[src/verilog/rcia_pkg.sv]
// Shared constants for the reset cause capture and interrupt acknowledge block.
package rcia_pkg;

	// ****************************************************************
	// Address windows and register offsets
	// ****************************************************************
	localparam logic [15:0] RCIA_BLOCKING_BASE = 16'h0200;
	localparam logic [15:0] RCIA_NONBLOCK_BASE = 16'h0300;
	localparam logic [15:0] RCIA_WINDOW_MASK   = 16'hff00;
	localparam logic [7:0]  RCIA_OFS_CAUSE     = 8'h15;
	localparam logic [7:0]  RCIA_OFS_VOLT      = 8'h08;
	localparam logic [7:0]  RCIA_OFS_BUS_XCVR  = 8'h09;
	localparam logic [7:0]  RCIA_OFS_HIGH_SIDE = 8'h0a;
	localparam logic [7:0]  RCIA_OFS_LOW_SIDE  = 8'h0b;
	localparam logic [7:0]  RCIA_OFS_HALL      = 8'h0c;

	// ****************************************************************
	// Reset cause field positions and reset value
	// ****************************************************************
	localparam int RCIA_POR_BIT  = 0;
	localparam int RCIA_CUV_BIT  = 1;
	localparam int RCIA_IOUV_BIT = 2;
	localparam int RCIA_WAKE_BIT = 3;
	localparam int RCIA_EXT_BIT  = 4;
	localparam int RCIA_WDOG_BIT = 5;
	localparam logic [7:0] RCIA_CAUSE_RESET = 8'h01;
	localparam logic [7:0] RCIA_CAUSE_USED  = 8'h3f;

	// ****************************************************************
	// Interrupt source positions
	// ****************************************************************
	localparam int RCIA_IRQ_N        = 9;
	localparam int RCIA_IRQ_LOWV     = 0;
	localparam int RCIA_IRQ_REGHOT   = 1;
	localparam int RCIA_IRQ_LOWBAT   = 2;
	localparam int RCIA_IRQ_HIGHV    = 3;
	localparam int RCIA_IRQ_REGOV    = 4;
	localparam int RCIA_IRQ_BUSOT    = 5;
	localparam int RCIA_IRQ_HIGH_SIDE_OVERTEMP_IRQ     = 6;
	localparam int RCIA_IRQ_LOW_SIDE_OVERTEMP_IRQ     = 7;
	localparam int RCIA_IRQ_HALLOT   = 8;

	// ****************************************************************
	// Timing
	// ****************************************************************
	localparam int RCIA_CNT_W           = 16;
	localparam int RCIA_CLK_PERIOD_NS   = 10;
	localparam int RCIA_STRETCH_NS      = 1000;
	localparam int RCIA_FILTER_NS       = 500;
	localparam int RCIA_STRETCH_CYC_RAW = RCIA_STRETCH_NS / RCIA_CLK_PERIOD_NS;
	localparam int RCIA_STRETCH_CYC     = (RCIA_STRETCH_CYC_RAW < 1) ? 1 : RCIA_STRETCH_CYC_RAW;
	localparam int RCIA_FILTER_CYC_RAW  =
		(RCIA_FILTER_NS + RCIA_CLK_PERIOD_NS - 1) / RCIA_CLK_PERIOD_NS;
	localparam int RCIA_FILTER_CYC      = (RCIA_FILTER_CYC_RAW < 1) ? 1 : RCIA_FILTER_CYC_RAW;

endpackage : rcia_pkg

[src/verilog/rcia_top.sv]
// Reset cause capture, reset pin control and interrupt acknowledge decode.
//
// Contract
// [RULE_01] Reading voltage status acknowledges low-voltage, hot, low-battery, high-voltage, overvoltage.
// [RULE_02] Reading bus transceiver status acknowledges bus-driver overtemperature.
// [RULE_03] Reading high-side status acknowledges high-side overtemperature.
// [RULE_04] Reading low-side status acknowledges low-side overtemperature.
// [RULE_05] Reading hall supply register acknowledges hall supply overtemperature.
// [RULE_06] After acknowledge an interrupt re-raises only on a fresh condition edge.
// [RULE_07] Reset pin driven low while any internal reset condition exists.
// [RULE_08] Reset pin level is monitored continuously for external resets.
// [RULE_09] Reset pin held low a fixed stretch after the last condition ends.
// [RULE_10] Entering reset mode defaults registers except reset cause and wake source.
// [RULE_11] Power-on flag set on low main supply or die power-up.
// [RULE_12] Core regulator undervoltage raises a core undervoltage reset.
// [RULE_13] I/O undervoltage raises a reset and shuts down the core regulator.
// [RULE_14] Wake-up event in sleep enters reset and records wake reset cause.
// [RULE_15] Reset pin low longer than filter time records an external reset.
// [RULE_16] Incorrect watchdog service generates and records a watchdog reset.
// [RULE_17] Cause register 8 bits at 0x15, top two bits zero, six flags.
// [RULE_18] Offsets map at base 0x0200 blocking and 0x300 non-blocking.
// [RULE_19] Reading cause register returns flags then clears; writes do nothing.
// [RULE_20] Undervoltage flags suppressed while power-on or wake flag is set.
// [RULE_21] Several cause flags accumulate until the next read clears them.
`timescale 1ns/1ps
`default_nettype none
module rcia_top
	import rcia_pkg::*;
#(
	parameter int STRETCH_CYC = RCIA_STRETCH_CYC,
	parameter int FILTER_CYC  = RCIA_FILTER_CYC
) (
	// Clock and reset
	input  wire logic                  SYS_CLK,
	input  wire logic                  SYS_RST,
	// Register access
	input  wire logic [15:0]           BUS_ADDR,
	input  wire logic                  BUS_RD,
	output logic      [7:0]            BUS_RDATA,
	output logic                       BUS_RVALID,
	// Reset pin, open drain
	input  wire logic                  RST_PIN_I,
	output logic                       RST_PIN_O,
	output logic                       RST_PIN_OE,
	// Reset sources
	input  wire logic                  POR_COND,
	input  wire logic                  CORE_UV_COND,
	input  wire logic                  IO_UV_COND,
	input  wire logic                  WAKE_EVENT,
	input  wire logic                  SLEEP_MODE,
	input  wire logic                  WDOG_FAULT,
	// Interrupt conditions and state
	input  wire logic [RCIA_IRQ_N-1:0] IRQ_COND,
	output logic      [RCIA_IRQ_N-1:0] IRQ_PEND,
	// Mode outputs
	output logic                       RESET_MODE,
	output logic                       CORE_REG_OFF
);

	// ****************************************************************
	// Elaboration checks
	// ****************************************************************
	localparam int SYNC_W = RCIA_IRQ_N + 5;
	// The reset pin idles high, so its synchroniser must not show a low after reset.
	localparam logic [SYNC_W-1:0] SYNC_IDLE = SYNC_W'(1) << RCIA_IRQ_N;

	initial begin
		if (STRETCH_CYC < 1 || STRETCH_CYC >= (1 << RCIA_CNT_W))
			$error("stretch count does not fit the counter");
		// The pin synchroniser shows our own release two cycles late.
		if (FILTER_CYC < 3 || FILTER_CYC >= (1 << RCIA_CNT_W))
			$error("filter count must exceed the synchroniser lag and fit the counter");
	end

	localparam logic [RCIA_CNT_W-1:0] STRETCH_LOAD = RCIA_CNT_W'(STRETCH_CYC);
	localparam logic [RCIA_CNT_W-1:0] FILTER_LIM   = RCIA_CNT_W'(FILTER_CYC);

	// ****************************************************************
	// State
	// ****************************************************************
	typedef struct packed {
		logic [7:0]            cause;
		logic [7:0]            rdata;
		logic                  rvalid;
		logic [RCIA_CNT_W-1:0] stretch;
		logic                  drive;
		logic [RCIA_CNT_W-1:0] filt;
		logic                  ext_seen;
		logic                  rst_mode;
	} rcia_state_t;

	rcia_state_t st_ff;
	rcia_state_t nxt_st;

	// ****************************************************************
	// Input synchronisation
	// ****************************************************************
	logic [SYNC_W-1:0]     sync_q;
	logic [RCIA_IRQ_N-1:0] irq_cond_s;
	logic                  pin_s;
	logic                  por_s;
	logic                  core_uv_s;
	logic                  io_uv_s;
	logic                  wake_s;

	rcia_sync #(
		.W       (SYNC_W),
		.RST_VAL (SYNC_IDLE)
	) u_sync (
		.clk (SYS_CLK),
		.rst (SYS_RST),
		.d   ({WAKE_EVENT, IO_UV_COND, CORE_UV_COND, POR_COND, RST_PIN_I, IRQ_COND}),
		.q   (sync_q)
	);

	assign irq_cond_s = sync_q[RCIA_IRQ_N-1:0];
	assign pin_s      = sync_q[RCIA_IRQ_N];     // [RULE_08]
	assign por_s      = sync_q[RCIA_IRQ_N+1];
	assign core_uv_s  = sync_q[RCIA_IRQ_N+2];
	assign io_uv_s    = sync_q[RCIA_IRQ_N+3];
	assign wake_s     = sync_q[RCIA_IRQ_N+4];

	// ****************************************************************
	// Address decode
	// ****************************************************************
	logic       win_hit;
	logic [7:0] ofs;
	logic       rd_cause;
	logic       rd_volt;
	logic       rd_busx;
	logic       rd_hs;
	logic       rd_ls;
	logic       rd_hall;

	assign ofs = BUS_ADDR[7:0];

	always_comb begin
		win_hit = 1'b0;
		if ((BUS_ADDR & RCIA_WINDOW_MASK) == RCIA_BLOCKING_BASE) begin // [RULE_18]
			win_hit = 1'b1;
		end else if ((BUS_ADDR & RCIA_WINDOW_MASK) == RCIA_NONBLOCK_BASE) begin // [RULE_18]
			win_hit = 1'b1;
		end
	end

	always_comb begin
		rd_cause = 1'b0;
		rd_volt  = 1'b0;
		rd_busx  = 1'b0;
		rd_hs    = 1'b0;
		rd_ls    = 1'b0;
		rd_hall  = 1'b0;
		if (!(BUS_RD && win_hit)) begin
			rd_cause = 1'b0;
		end else if (ofs == RCIA_OFS_CAUSE) begin
			rd_cause = 1'b1;
		end else if (ofs == RCIA_OFS_VOLT) begin
			rd_volt = 1'b1;
		end else if (ofs == RCIA_OFS_BUS_XCVR) begin
			rd_busx = 1'b1;
		end else if (ofs == RCIA_OFS_HIGH_SIDE) begin
			rd_hs = 1'b1;
		end else if (ofs == RCIA_OFS_LOW_SIDE) begin
			rd_ls = 1'b1;
		end else if (ofs == RCIA_OFS_HALL) begin
			rd_hall = 1'b1;
		end
	end

	// ****************************************************************
	// Interrupt acknowledge
	// ****************************************************************
	logic [RCIA_IRQ_N-1:0] irq_ack;
	logic                  mode_entry;

	always_comb begin
		irq_ack                   = '0;
		irq_ack[RCIA_IRQ_LOWV]    = rd_volt;  // [RULE_01]
		irq_ack[RCIA_IRQ_REGHOT]  = rd_volt;  // [RULE_01]
		irq_ack[RCIA_IRQ_LOWBAT]  = rd_volt;  // [RULE_01]
		irq_ack[RCIA_IRQ_HIGHV]   = rd_volt;  // [RULE_01]
		irq_ack[RCIA_IRQ_REGOV]   = rd_volt;  // [RULE_01]
		irq_ack[RCIA_IRQ_BUSOT]   = rd_busx;  // [RULE_02]
		irq_ack[RCIA_IRQ_HIGH_SIDE_OVERTEMP_IRQ]    = rd_hs;    // [RULE_03]
		irq_ack[RCIA_IRQ_LOW_SIDE_OVERTEMP_IRQ]    = rd_ls;    // [RULE_04]
		irq_ack[RCIA_IRQ_HALLOT]  = rd_hall;  // [RULE_05]
	end

	// Pending interrupts are ordinary registers, so reset mode wipes them.
	assign mode_entry = nxt_st.rst_mode & ~st_ff.rst_mode; // [RULE_10]

	rcia_irq_rearm #(
		.N (RCIA_IRQ_N)
	) u_irq (
		.clk  (SYS_CLK),
		.rst  (SYS_RST),
		.init (mode_entry),
		.cond (irq_cond_s),
		.ack  (irq_ack),
		.pend (IRQ_PEND)
	);

	// ****************************************************************
	// Reset sources
	// ****************************************************************
	logic       wake_rst;
	logic       int_cond;
	logic       pin_low_ext;
	logic       ext_evt;
	logic [7:0] cause_set;
	logic [7:0] cause_view;

	assign wake_rst    = SLEEP_MODE & wake_s; // [RULE_14]
	assign int_cond    = por_s | core_uv_s | io_uv_s | wake_rst | WDOG_FAULT; // [RULE_07]
	// Our own drive also pulls the pin low, so only count lows we are not causing.
	assign pin_low_ext = ~pin_s & ~st_ff.drive;
	assign ext_evt     = pin_low_ext & (st_ff.filt == FILTER_LIM) & ~st_ff.ext_seen; // [RULE_15]

	always_comb begin
		cause_set                = 8'h00;
		cause_set[RCIA_POR_BIT]  = por_s;      // [RULE_11]
		cause_set[RCIA_CUV_BIT]  = core_uv_s;  // [RULE_12]
		cause_set[RCIA_IOUV_BIT] = io_uv_s;    // [RULE_13]
		cause_set[RCIA_WAKE_BIT] = wake_rst;   // [RULE_14]
		cause_set[RCIA_EXT_BIT]  = ext_evt;    // [RULE_15]
		cause_set[RCIA_WDOG_BIT] = WDOG_FAULT; // [RULE_16]
	end

	// Undervoltage flags are hidden, not erased, so the stored history stays intact.
	always_comb begin
		cause_view = st_ff.cause & RCIA_CAUSE_USED; // [RULE_17]
		if (st_ff.cause[RCIA_POR_BIT] || st_ff.cause[RCIA_WAKE_BIT]) begin
			cause_view[RCIA_CUV_BIT]  = 1'b0; // [RULE_20]
			cause_view[RCIA_IOUV_BIT] = 1'b0; // [RULE_20]
		end
	end

	// ****************************************************************
	// Next state
	// ****************************************************************
	always_comb begin
		nxt_st = st_ff;

		// New events win over the read clear; flags pile up until read.
		nxt_st.cause = (cause_set | (st_ff.cause & ~{8{rd_cause}})) & RCIA_CAUSE_USED; // [RULE_19] [RULE_21]

		nxt_st.rvalid = BUS_RD;
		if (rd_cause) begin
			nxt_st.rdata = cause_view; // [RULE_19]
		end else if (BUS_RD) begin
			nxt_st.rdata = 8'h00;
		end

		if (int_cond) begin
			nxt_st.stretch = STRETCH_LOAD; // [RULE_09]
		end else if (st_ff.stretch != '0) begin
			nxt_st.stretch = st_ff.stretch - 1'b1; // [RULE_09]
		end
		nxt_st.drive = int_cond | (nxt_st.stretch != '0); // [RULE_07]

		if (!pin_low_ext) begin
			nxt_st.filt     = '0;
			nxt_st.ext_seen = 1'b0;
		end else if (st_ff.filt != FILTER_LIM) begin
			nxt_st.filt = st_ff.filt + 1'b1; // [RULE_15]
		end else if (ext_evt) begin
			nxt_st.ext_seen = 1'b1;
		end

		nxt_st.rst_mode = nxt_st.drive | ~pin_s; // [RULE_10]
	end

	always_ff @(posedge SYS_CLK) begin
		if (SYS_RST) begin
			st_ff       <= '0;
			st_ff.cause <= RCIA_CAUSE_RESET; // [RULE_11]
		end else begin
			st_ff <= nxt_st;
		end
	end

	// ****************************************************************
	// Outputs
	// ****************************************************************
	assign BUS_RDATA    = st_ff.rdata;
	assign BUS_RVALID   = st_ff.rvalid;
	assign RST_PIN_O    = 1'b0;
	assign RST_PIN_OE   = st_ff.drive;
	assign RESET_MODE   = st_ff.rst_mode;
	assign CORE_REG_OFF = io_uv_s; // [RULE_13]

	// ****************************************************************
	// Assertions
	// ****************************************************************
	a_pin_drive: assert property (@(posedge SYS_CLK) disable iff (SYS_RST) // [RULE_07]
		int_cond |=> RST_PIN_OE) else $error("pin not driven during reset condition");
	a_stretch_hold: assert property (@(posedge SYS_CLK) disable iff (SYS_RST) // [RULE_09]
		(int_cond ##1 !int_cond) |-> RST_PIN_OE ##1 RST_PIN_OE)
		else $error("pin released before stretch");
	a_stretch_end: assert property (@(posedge SYS_CLK) disable iff (SYS_RST) // [RULE_09]
		(!int_cond && st_ff.stretch == 1) |=> !RST_PIN_OE) else $error("pin held too long");
	a_ext_flag: assert property (@(posedge SYS_CLK) disable iff (SYS_RST) // [RULE_15]
		ext_evt |=> st_ff.cause[RCIA_EXT_BIT]) else $error("external reset not recorded");
	a_ext_filter: assert property (@(posedge SYS_CLK) disable iff (SYS_RST) // [RULE_15]
		(pin_s ##1 !pin_s && !st_ff.drive) |-> !ext_evt) else $error("short low flagged");
	a_cause_clear: assert property (@(posedge SYS_CLK) disable iff (SYS_RST) // [RULE_19]
		(rd_cause && cause_set == 8'h00) |=> st_ff.cause == 8'h00)
		else $error("cause not cleared by read");
	a_cause_rdata: assert property (@(posedge SYS_CLK) disable iff (SYS_RST) // [RULE_19]
		rd_cause |=> (BUS_RVALID && BUS_RDATA == $past(cause_view)))
		else $error("cause read data wrong");
	a_top_zero: assert property (@(posedge SYS_CLK) disable iff (SYS_RST) // [RULE_17]
		BUS_RVALID |-> BUS_RDATA[7:6] == 2'b00) else $error("reserved bits set");
	a_uv_mask: assert property (@(posedge SYS_CLK) disable iff (SYS_RST) // [RULE_20]
		(rd_cause && (st_ff.cause[RCIA_POR_BIT] || st_ff.cause[RCIA_WAKE_BIT]))
		|=> BUS_RDATA[2:1] == 2'b00) else $error("undervoltage flags not masked");
	a_flag_keep: assert property (@(posedge SYS_CLK) disable iff (SYS_RST) // [RULE_21]
		(!rd_cause && st_ff.cause[RCIA_WDOG_BIT]) |=> st_ff.cause[RCIA_WDOG_BIT])
		else $error("cause flag lost without read");
	a_wake_rec: assert property (@(posedge SYS_CLK) disable iff (SYS_RST) // [RULE_14]
		wake_rst |=> (st_ff.cause[RCIA_WAKE_BIT] && RST_PIN_OE)) else $error("wake reset lost");
	a_core_off: assert property (@(posedge SYS_CLK) disable iff (SYS_RST) // [RULE_13]
		io_uv_s |-> CORE_REG_OFF) else $error("core regulator not shut down");

	c_ext_reset: cover property (@(posedge SYS_CLK) disable iff (SYS_RST) ext_evt);
	c_release: cover property (@(posedge SYS_CLK) disable iff (SYS_RST) $fell(RST_PIN_OE));
	c_multi_cause: cover property (@(posedge SYS_CLK) disable iff (SYS_RST)
		rd_cause && st_ff.cause[RCIA_WDOG_BIT] && st_ff.cause[RCIA_EXT_BIT]);
	c_vsr_ack: cover property (@(posedge SYS_CLK) disable iff (SYS_RST)
		rd_volt && IRQ_PEND[RCIA_IRQ_LOWV]);

endmodule : rcia_top
`default_nettype wire

[src/verilog/rcia_sync.sv]
// Two flip-flop synchroniser for a group of level inputs.
`timescale 1ns/1ps
`default_nettype none
module rcia_sync #(
	parameter int           W       = 1,
	// Value held in reset; give each input its idle level so no false edge follows.
	parameter logic [W-1:0] RST_VAL = '0
) (
	// Clock and reset
	input  wire logic         clk,
	input  wire logic         rst,
	// Levels
	input  wire logic [W-1:0] d,
	output logic      [W-1:0] q
);
	typedef struct packed {
		logic [W-1:0] s1;
		logic [W-1:0] s2;
	} rcia_sync_t;

	rcia_sync_t st_ff;
	rcia_sync_t nxt_st;

	initial begin
		if (W < 1) $error("rcia_sync width must be at least one");
	end

	always_comb begin
		nxt_st    = st_ff;
		nxt_st.s1 = d;
		nxt_st.s2 = st_ff.s1;
	end

	always_ff @(posedge clk) begin
		if (rst) begin
			st_ff <= {RST_VAL, RST_VAL};
		end else begin
			st_ff <= nxt_st;
		end
	end

	assign q = st_ff.s2;
endmodule : rcia_sync
`default_nettype wire

[src/verilog/rcia_irq_rearm.sv]
// Edge-triggered interrupt pending bits with read acknowledge.
`timescale 1ns/1ps
`default_nettype none
module rcia_irq_rearm #(
	parameter int N = 9
) (
	// Clock and reset
	input  wire logic         clk,
	input  wire logic         rst,
	// Control
	input  wire logic         init,
	input  wire logic [N-1:0] cond,
	input  wire logic [N-1:0] ack,
	// Status
	output logic      [N-1:0] pend
);
	typedef struct packed {
		logic [N-1:0] prev;
		logic [N-1:0] pend;
	} rcia_irq_t;

	rcia_irq_t    st_ff;
	rcia_irq_t    nxt_st;
	logic [N-1:0] rise;
	logic [N-1:0] nxt_pend;

	initial begin
		if (N < 1) $error("rcia_irq_rearm needs at least one source");
	end

	// A held condition never re-raises; only a fresh rising edge does, and it
	// beats an acknowledge landing in the same cycle.
	for (genvar i = 0; i < N; i++) begin : g_src
		assign rise[i]     = cond[i] & ~st_ff.prev[i];
		assign nxt_pend[i] = rise[i] | (st_ff.pend[i] & ~ack[i] & ~init); // [RULE_06]
	end

	always_comb begin
		nxt_st      = st_ff;
		nxt_st.prev = cond;
		nxt_st.pend = nxt_pend;
	end

	always_ff @(posedge clk) begin
		if (rst) begin
			st_ff <= '0;
		end else begin
			st_ff <= nxt_st;
		end
	end

	assign pend = st_ff.pend;

	// ****************************************************************
	// Assertions
	// ****************************************************************
	for (genvar j = 0; j < N; j++) begin : g_chk
		a_irq_rise_sets: assert property (@(posedge clk) disable iff (rst) // [RULE_06]
			rise[j] |=> pend[j]) else $error("edge did not raise pending");
		a_irq_ack_clears: assert property (@(posedge clk) disable iff (rst) // [RULE_06]
			(ack[j] && !rise[j] && pend[j]) |=> !pend[j]) else $error("ack did not clear");
		a_irq_no_retrig: assert property (@(posedge clk) disable iff (rst) // [RULE_06]
			(cond[j] && st_ff.prev[j] && !pend[j]) |=> !pend[j])
			else $error("held condition re-raised");
	end
	c_irq_rearm: cover property (@(posedge clk) disable iff (rst)
		pend[0] ##1 !pend[0] ##[1:20] pend[0]);
endmodule : rcia_irq_rearm
`default_nettype wire

[config.mk]
export PLATFORM = sky130hd
export DESIGN_NAME = rcia_top
export DESIGN_NICKNAME = d
export VERILOG_FILES = /design/src/verilog/rcia_pkg.sv /design/src/verilog/rcia_top.sv /design/src/verilog/rcia_sync.sv /design/src/verilog/rcia_irq_rearm.sv
export SDC_FILE = /design/constraint.sdc
export NUM_CORES = 1
export LEC_CHECK = 0
export BUFFER_PORTS_ARGS = -buffer_cell sky130_fd_sc_hd__buf_4
export CORE_ASPECT_RATIO = 1.5
export CORE_MARGIN = 1.5
export CORE_UTILIZATION = 51
export DETAILED_ROUTE_END_ITERATION = 6
export PLACE_DENSITY = 0.86
export SLEW_MARGIN = 20
export SYNTH_ARGS = -nofsm -noshare
export SYNTH_HDL_FRONTEND = slang
export SYNTH_HIERARCHICAL = 1
export SYNTH_SLANG_ARGS = --single-unit
[constraint.sdc]
create_clock -name SYS_CLK -period 2.7 [get_ports SYS_CLK]
set_clock_uncertainty 0.1 [all_clocks]
set_input_delay 0.54 -clock SYS_CLK [delete_from_list [all_inputs] [get_ports SYS_CLK]]
set_output_delay 0.54 -clock SYS_CLK [all_outputs]
set_load 0.02 [all_outputs]
==> results.env <==
IO_PINS=57
VDD.IR_DROP.WORST_uV=611
CORE_REGION_UM2=7560
NUMBER_OF_PINS_EXCEEDING_THEIR_MAX_SLEW_LIMIT_IN_THE_FINAL_REPORT=0
SYN-MEAN-INSTANCE-AREA_UM2=9.57
POST_ROUTE_CELLS_DRIVE_ABOVE_1_SHARE_PCT=29.8
PLACE.PORT_BUFFERS=52
FINALPOWER_W=0.00308
WORST_EP_REQUIRED_TIME_PS=2850
CRIT_PATH_END_KIND='register'
POST-ROUTE-MIN-PERIOD_PS=2840
CRITPATHMAXFANOUT=5
DETAIL_ROUTE.FIRST_PASS.ITERATIONS=5
FINALCRITPERIODSHARE_PCT=105
SYNTH_TOP_FAMILY_BY_AREA='simple AND/OR/NAND/NOR gates'
FIRST_PASS_GRT_WIRE_LENGTH_UM=13400
WORST_SETUP_PATH_START_KIND='register'
MIN_PATH_TYPE='input port to register'
LAYOUT_UTILIZATION_PCT=65.8
PRE_CTS_SETUP_SLACK_PS=-118
START_UTIL_PCT=52.0
PLACEMENTROWS=39
SYNTH_XOR_XNOR_AREA_SHARE_PCT=4.45
ASYNC_RESET_FF_SHARE_PCT=0
YOSYS_WARNINGS=6
REG2REGPATHDEPTH=13
DRT-WIRELENGTH-PER-CELL_UM=13.9
SYNTH_SEQ_CELLS=94
POST_SYNTHESIS_COMPOUND_GATE_AREA_FRACTION_PCT=10.3
MIN-DELAY-START='RST_PIN_I'
DETAILED_ROUTE_VIA_COUNT=3092
GLOBALROUTE.TOTALOVERFLOW=0
RUN_STATUS='finished with violations'
CRIT-REG2REG-LAUNCH='st_ff[19]'
CTS_TREE='done'
SYNTHESIS.AREA_UM2=3930
FINAL_AREA_UM2=4980
SYNTH_TOP_CELLS_BY_AREA='dfxtp_1 48%, nor2_1 5.0%, nor2b_1 4.8%'
GRT_PASS1_VIAS=3079
SYNTH_TOP_CELLS_BY_COUNT='94 x dfxtp_1, 52 x nor2_1, 30 x nor2b_1'
SYNTHMOSTINSTANTIATEDCELL='dfxtp_1'
TIMING.FINAL.HOLD_VIOLATIONS=0
LAYOUT.NETS=525
P_LEAK_nW=1.98
FAILED_CHECKS='setup timing'
SYNTH-SEQ-AREA-SHARE_PCT=47.8
FMAX_MHz=352
REMAINING_DRC_ERRORS=0
CLOCK_INSERTION_DELAY_WORST_SKEW_PS=340
DETAILEDROUTE.FIRSTITERATIONVIOLATIONS=132
CRITICAL_PATH.REG2REG.ENDPOINT='u_irq/pend[4]'
CAP_VIOL_MAX_COUNT=0
RATIO_OF_ROUTED_VIAS_TO_STANDARD_CELLS=5.22
CTS.HTREE.LEVELS=3
GLOBALROUTETOTALUTIL_PCT=21.1
SYNTH_TOP_AREA_SHARE_PCT=47.8
SYNTH-SIMPLE-AREA-SHARE_PCT=28.2
HOLD_PATH_END='u_sync/nxt_st[9]'
PLACE.GP.CONGESTION=0.872
SYNTH_ENABLE_FLOP_CELLS=0
ANTENNA_LEFT=0
TRITONCTS_NUM_SINKS=94
SYNTHESIS.INSTANCES=411
PLACE.DETAILED.HPWL_UM=5520
SLEW_HEADROOM_PCT=61.3
SYNTH_TOP_AREA_CELL='dfxtp_1'
CTS_ROOT_BUFFER='clkbuf_16'
ANTENNA_CELLS_INSERTED=0
SYNTH.AREA.MUX_SHARE_PCT=0.541
DIE_W_UM=74.7
POWER.DENSITY_CELL_AREA_nW_PER_UM2=620
WORSTMARGINPINSLEW_PS=575
HOLD_BUFFERS=0
DIEAREA_UM2=8260
SYNTH_FLOP_CELL='dfxtp_1'
UNREPAIRED_SETUP_ENDPOINTS_AFTER_GLOBAL_ROUTING='true'
FF2FF_SETUP_SLACK_PS=-140
CTS_MAX_PATH_BUFFERS=2
GRT_MAX_DEGREE=41
SYN_TO_FINAL_GROWTH_PCT=26.5
TIMING.CRITICAL_PATH.ARRIVAL_PS=2990
DPL_CELL_AREA_UM2=4470
CTS-BUFFERS-INSERTED=9
GRT_ANTENNA_BEFORE_REPAIR=0
SYNTHADDERAREAFRAC_PCT=1.27
WIRE_LENGTH_REPORTED_BY_THE_DETAILED_ROUTER_UM=8250
PATH_CLASS='register to register'
WORST_SETUP_HOLD_PATH_CLK_SLEW_PS=60
WORST_HOLD_PATH.NUM_CELLS=2
SETUP_VIOL=9
YOSYS.CELL_TYPES.COUNT=53
DIEHEIGHT_UM=111
FINALWORSTSETUPSLACK_PS=-138
FILLER_CELL_COUNT=551
## critical path, stage by stage, from the launching register on
cell,delay [ps]
dfxtp_2,320
inv_2,60
buf_6,90
ha_4,120
or4b_4,470
buf_6,140
nor3_4,140
nand3_2,100
mux2i_1,250
a21o_1,210
a31oi_2,100
or2_4,300
buf_12,150
o32ai_2,190
## cells by family after synthesis
group                      after synthesis
DFF                                     94
muxes                                    2
other                                    1
xor gates and xnor gates                20
and+or+nand+nor                        192
adders and majority gates                4
buffers and inverters                   49
AOI/OAI and AO/OA                       49
## layout by cell type (no fill, tap or decap), types with 2 or more instances in the layout
cell type	count
a211oi_1	2
a211oi_2	2
a21oi_1	20
a31oi_2	2
and2_1	2
and2b_1	12
and3_1	2
buf_4	88
buf_6	4
clkbuf_16	9
clkinv_2	2
conb_1	3
dfxtp_1	91
dfxtp_2	3
ha_1	2
inv_1	15
inv_2	2
nand2_1	19
nand2b_1	12
nand3_1	10
nand4_1	8
nand4b_1	2
nor2_1	50
nor2_2	2
nor2b_1	29
nor3_1	8
nor4_1	9
nor4_4	2
o21a_1	2
o21ai_0	3
o32ai_2	5
o32ai_4	4
or2_1	2
or3_1	6
or4_1	2
xnor2_1	7
xor2_1	13
## per-stage QoR
step	hold WS [ps]	setup TNS, ps	std cells
2_1_floorplan	283	0	413
3_3_place_gp	290	-351	562
3_5_place_dp	301	-956	562
4_1_cts	272	-823	585
5_1_grt	274	-2140	592
6_report	281	-1130	592
## flip-flops by register name (all words and copies together), names as in the netlist
signal         count
BUS_RVALID         1
u_irq/pend         9
st_ff             35
u_irq/st_ff        9
u_sync/q          14
RST_PIN_OE         1
u_sync/nxt_st     14
RESET_MODE         1
cause_view         4
BUS_RDATA          6
## routing by layer
layer  vias up  track usage (%)  wire length (um)
li1       1529                -                 -
met5         -                0                 0
met2        81             36.0              4320
met3        19             4.84               334
met1      1463             23.7              3360
met4         0             10.5               232
## power breakdown
part | switching [W] | total, W | leakage, nW | internal [W]
clock | 0.000508 | 0.00113 | 0.129 | 0.000620
combinational | 0.000229 | 0.000483 | 1.08 | 0.000254
sequential | 0.0000375 | 0.00147 | 0.769 | 0.00144
total | 0.000775 | 0.00308 | 1.98 | 0.00231
## worst max path at each step
stage / startpoint / endpoint / slack (ps) / cells past startpoint
2_1_floorplan: st_ff[19] / u_irq/pend[8] / 20 / 12
6_report: st_ff[19] / u_irq/pend[4] / -140 / 13
3_5_place_dp: st_ff[20] / u_irq/pend[4] / -120 / 14
3_3_place_gp: st_ff[21] / u_irq/pend[8] / -40 / 9
5_1_grt: st_ff[19] / u_irq/pend[1] / -260 / 13
4_1_cts: st_ff[19] / u_irq/pend[1] / -100 / 12
## layout make-up
cell class                      count  area, um2  area share (%)
Sequential cell                    94       1890            37.9
Multi-Input combinational cell    270       1880            37.8
Timing Repair Buffer               94        753            15.1
Clock buffer                       10        229            4.60
Tap cell                          102        128            2.56
Inverter                           17       63.8            1.28
Clock inverter                      5       35.0           0.704
## repair_timing
action,4_1_cts,5_1_grt
gates resized for setup,6,18
endpoints found under the setup margin,9,9
buffers inserted,7,7
cloned,1,0
pin swaps,2,9
(Power assumes the default switching activity.)
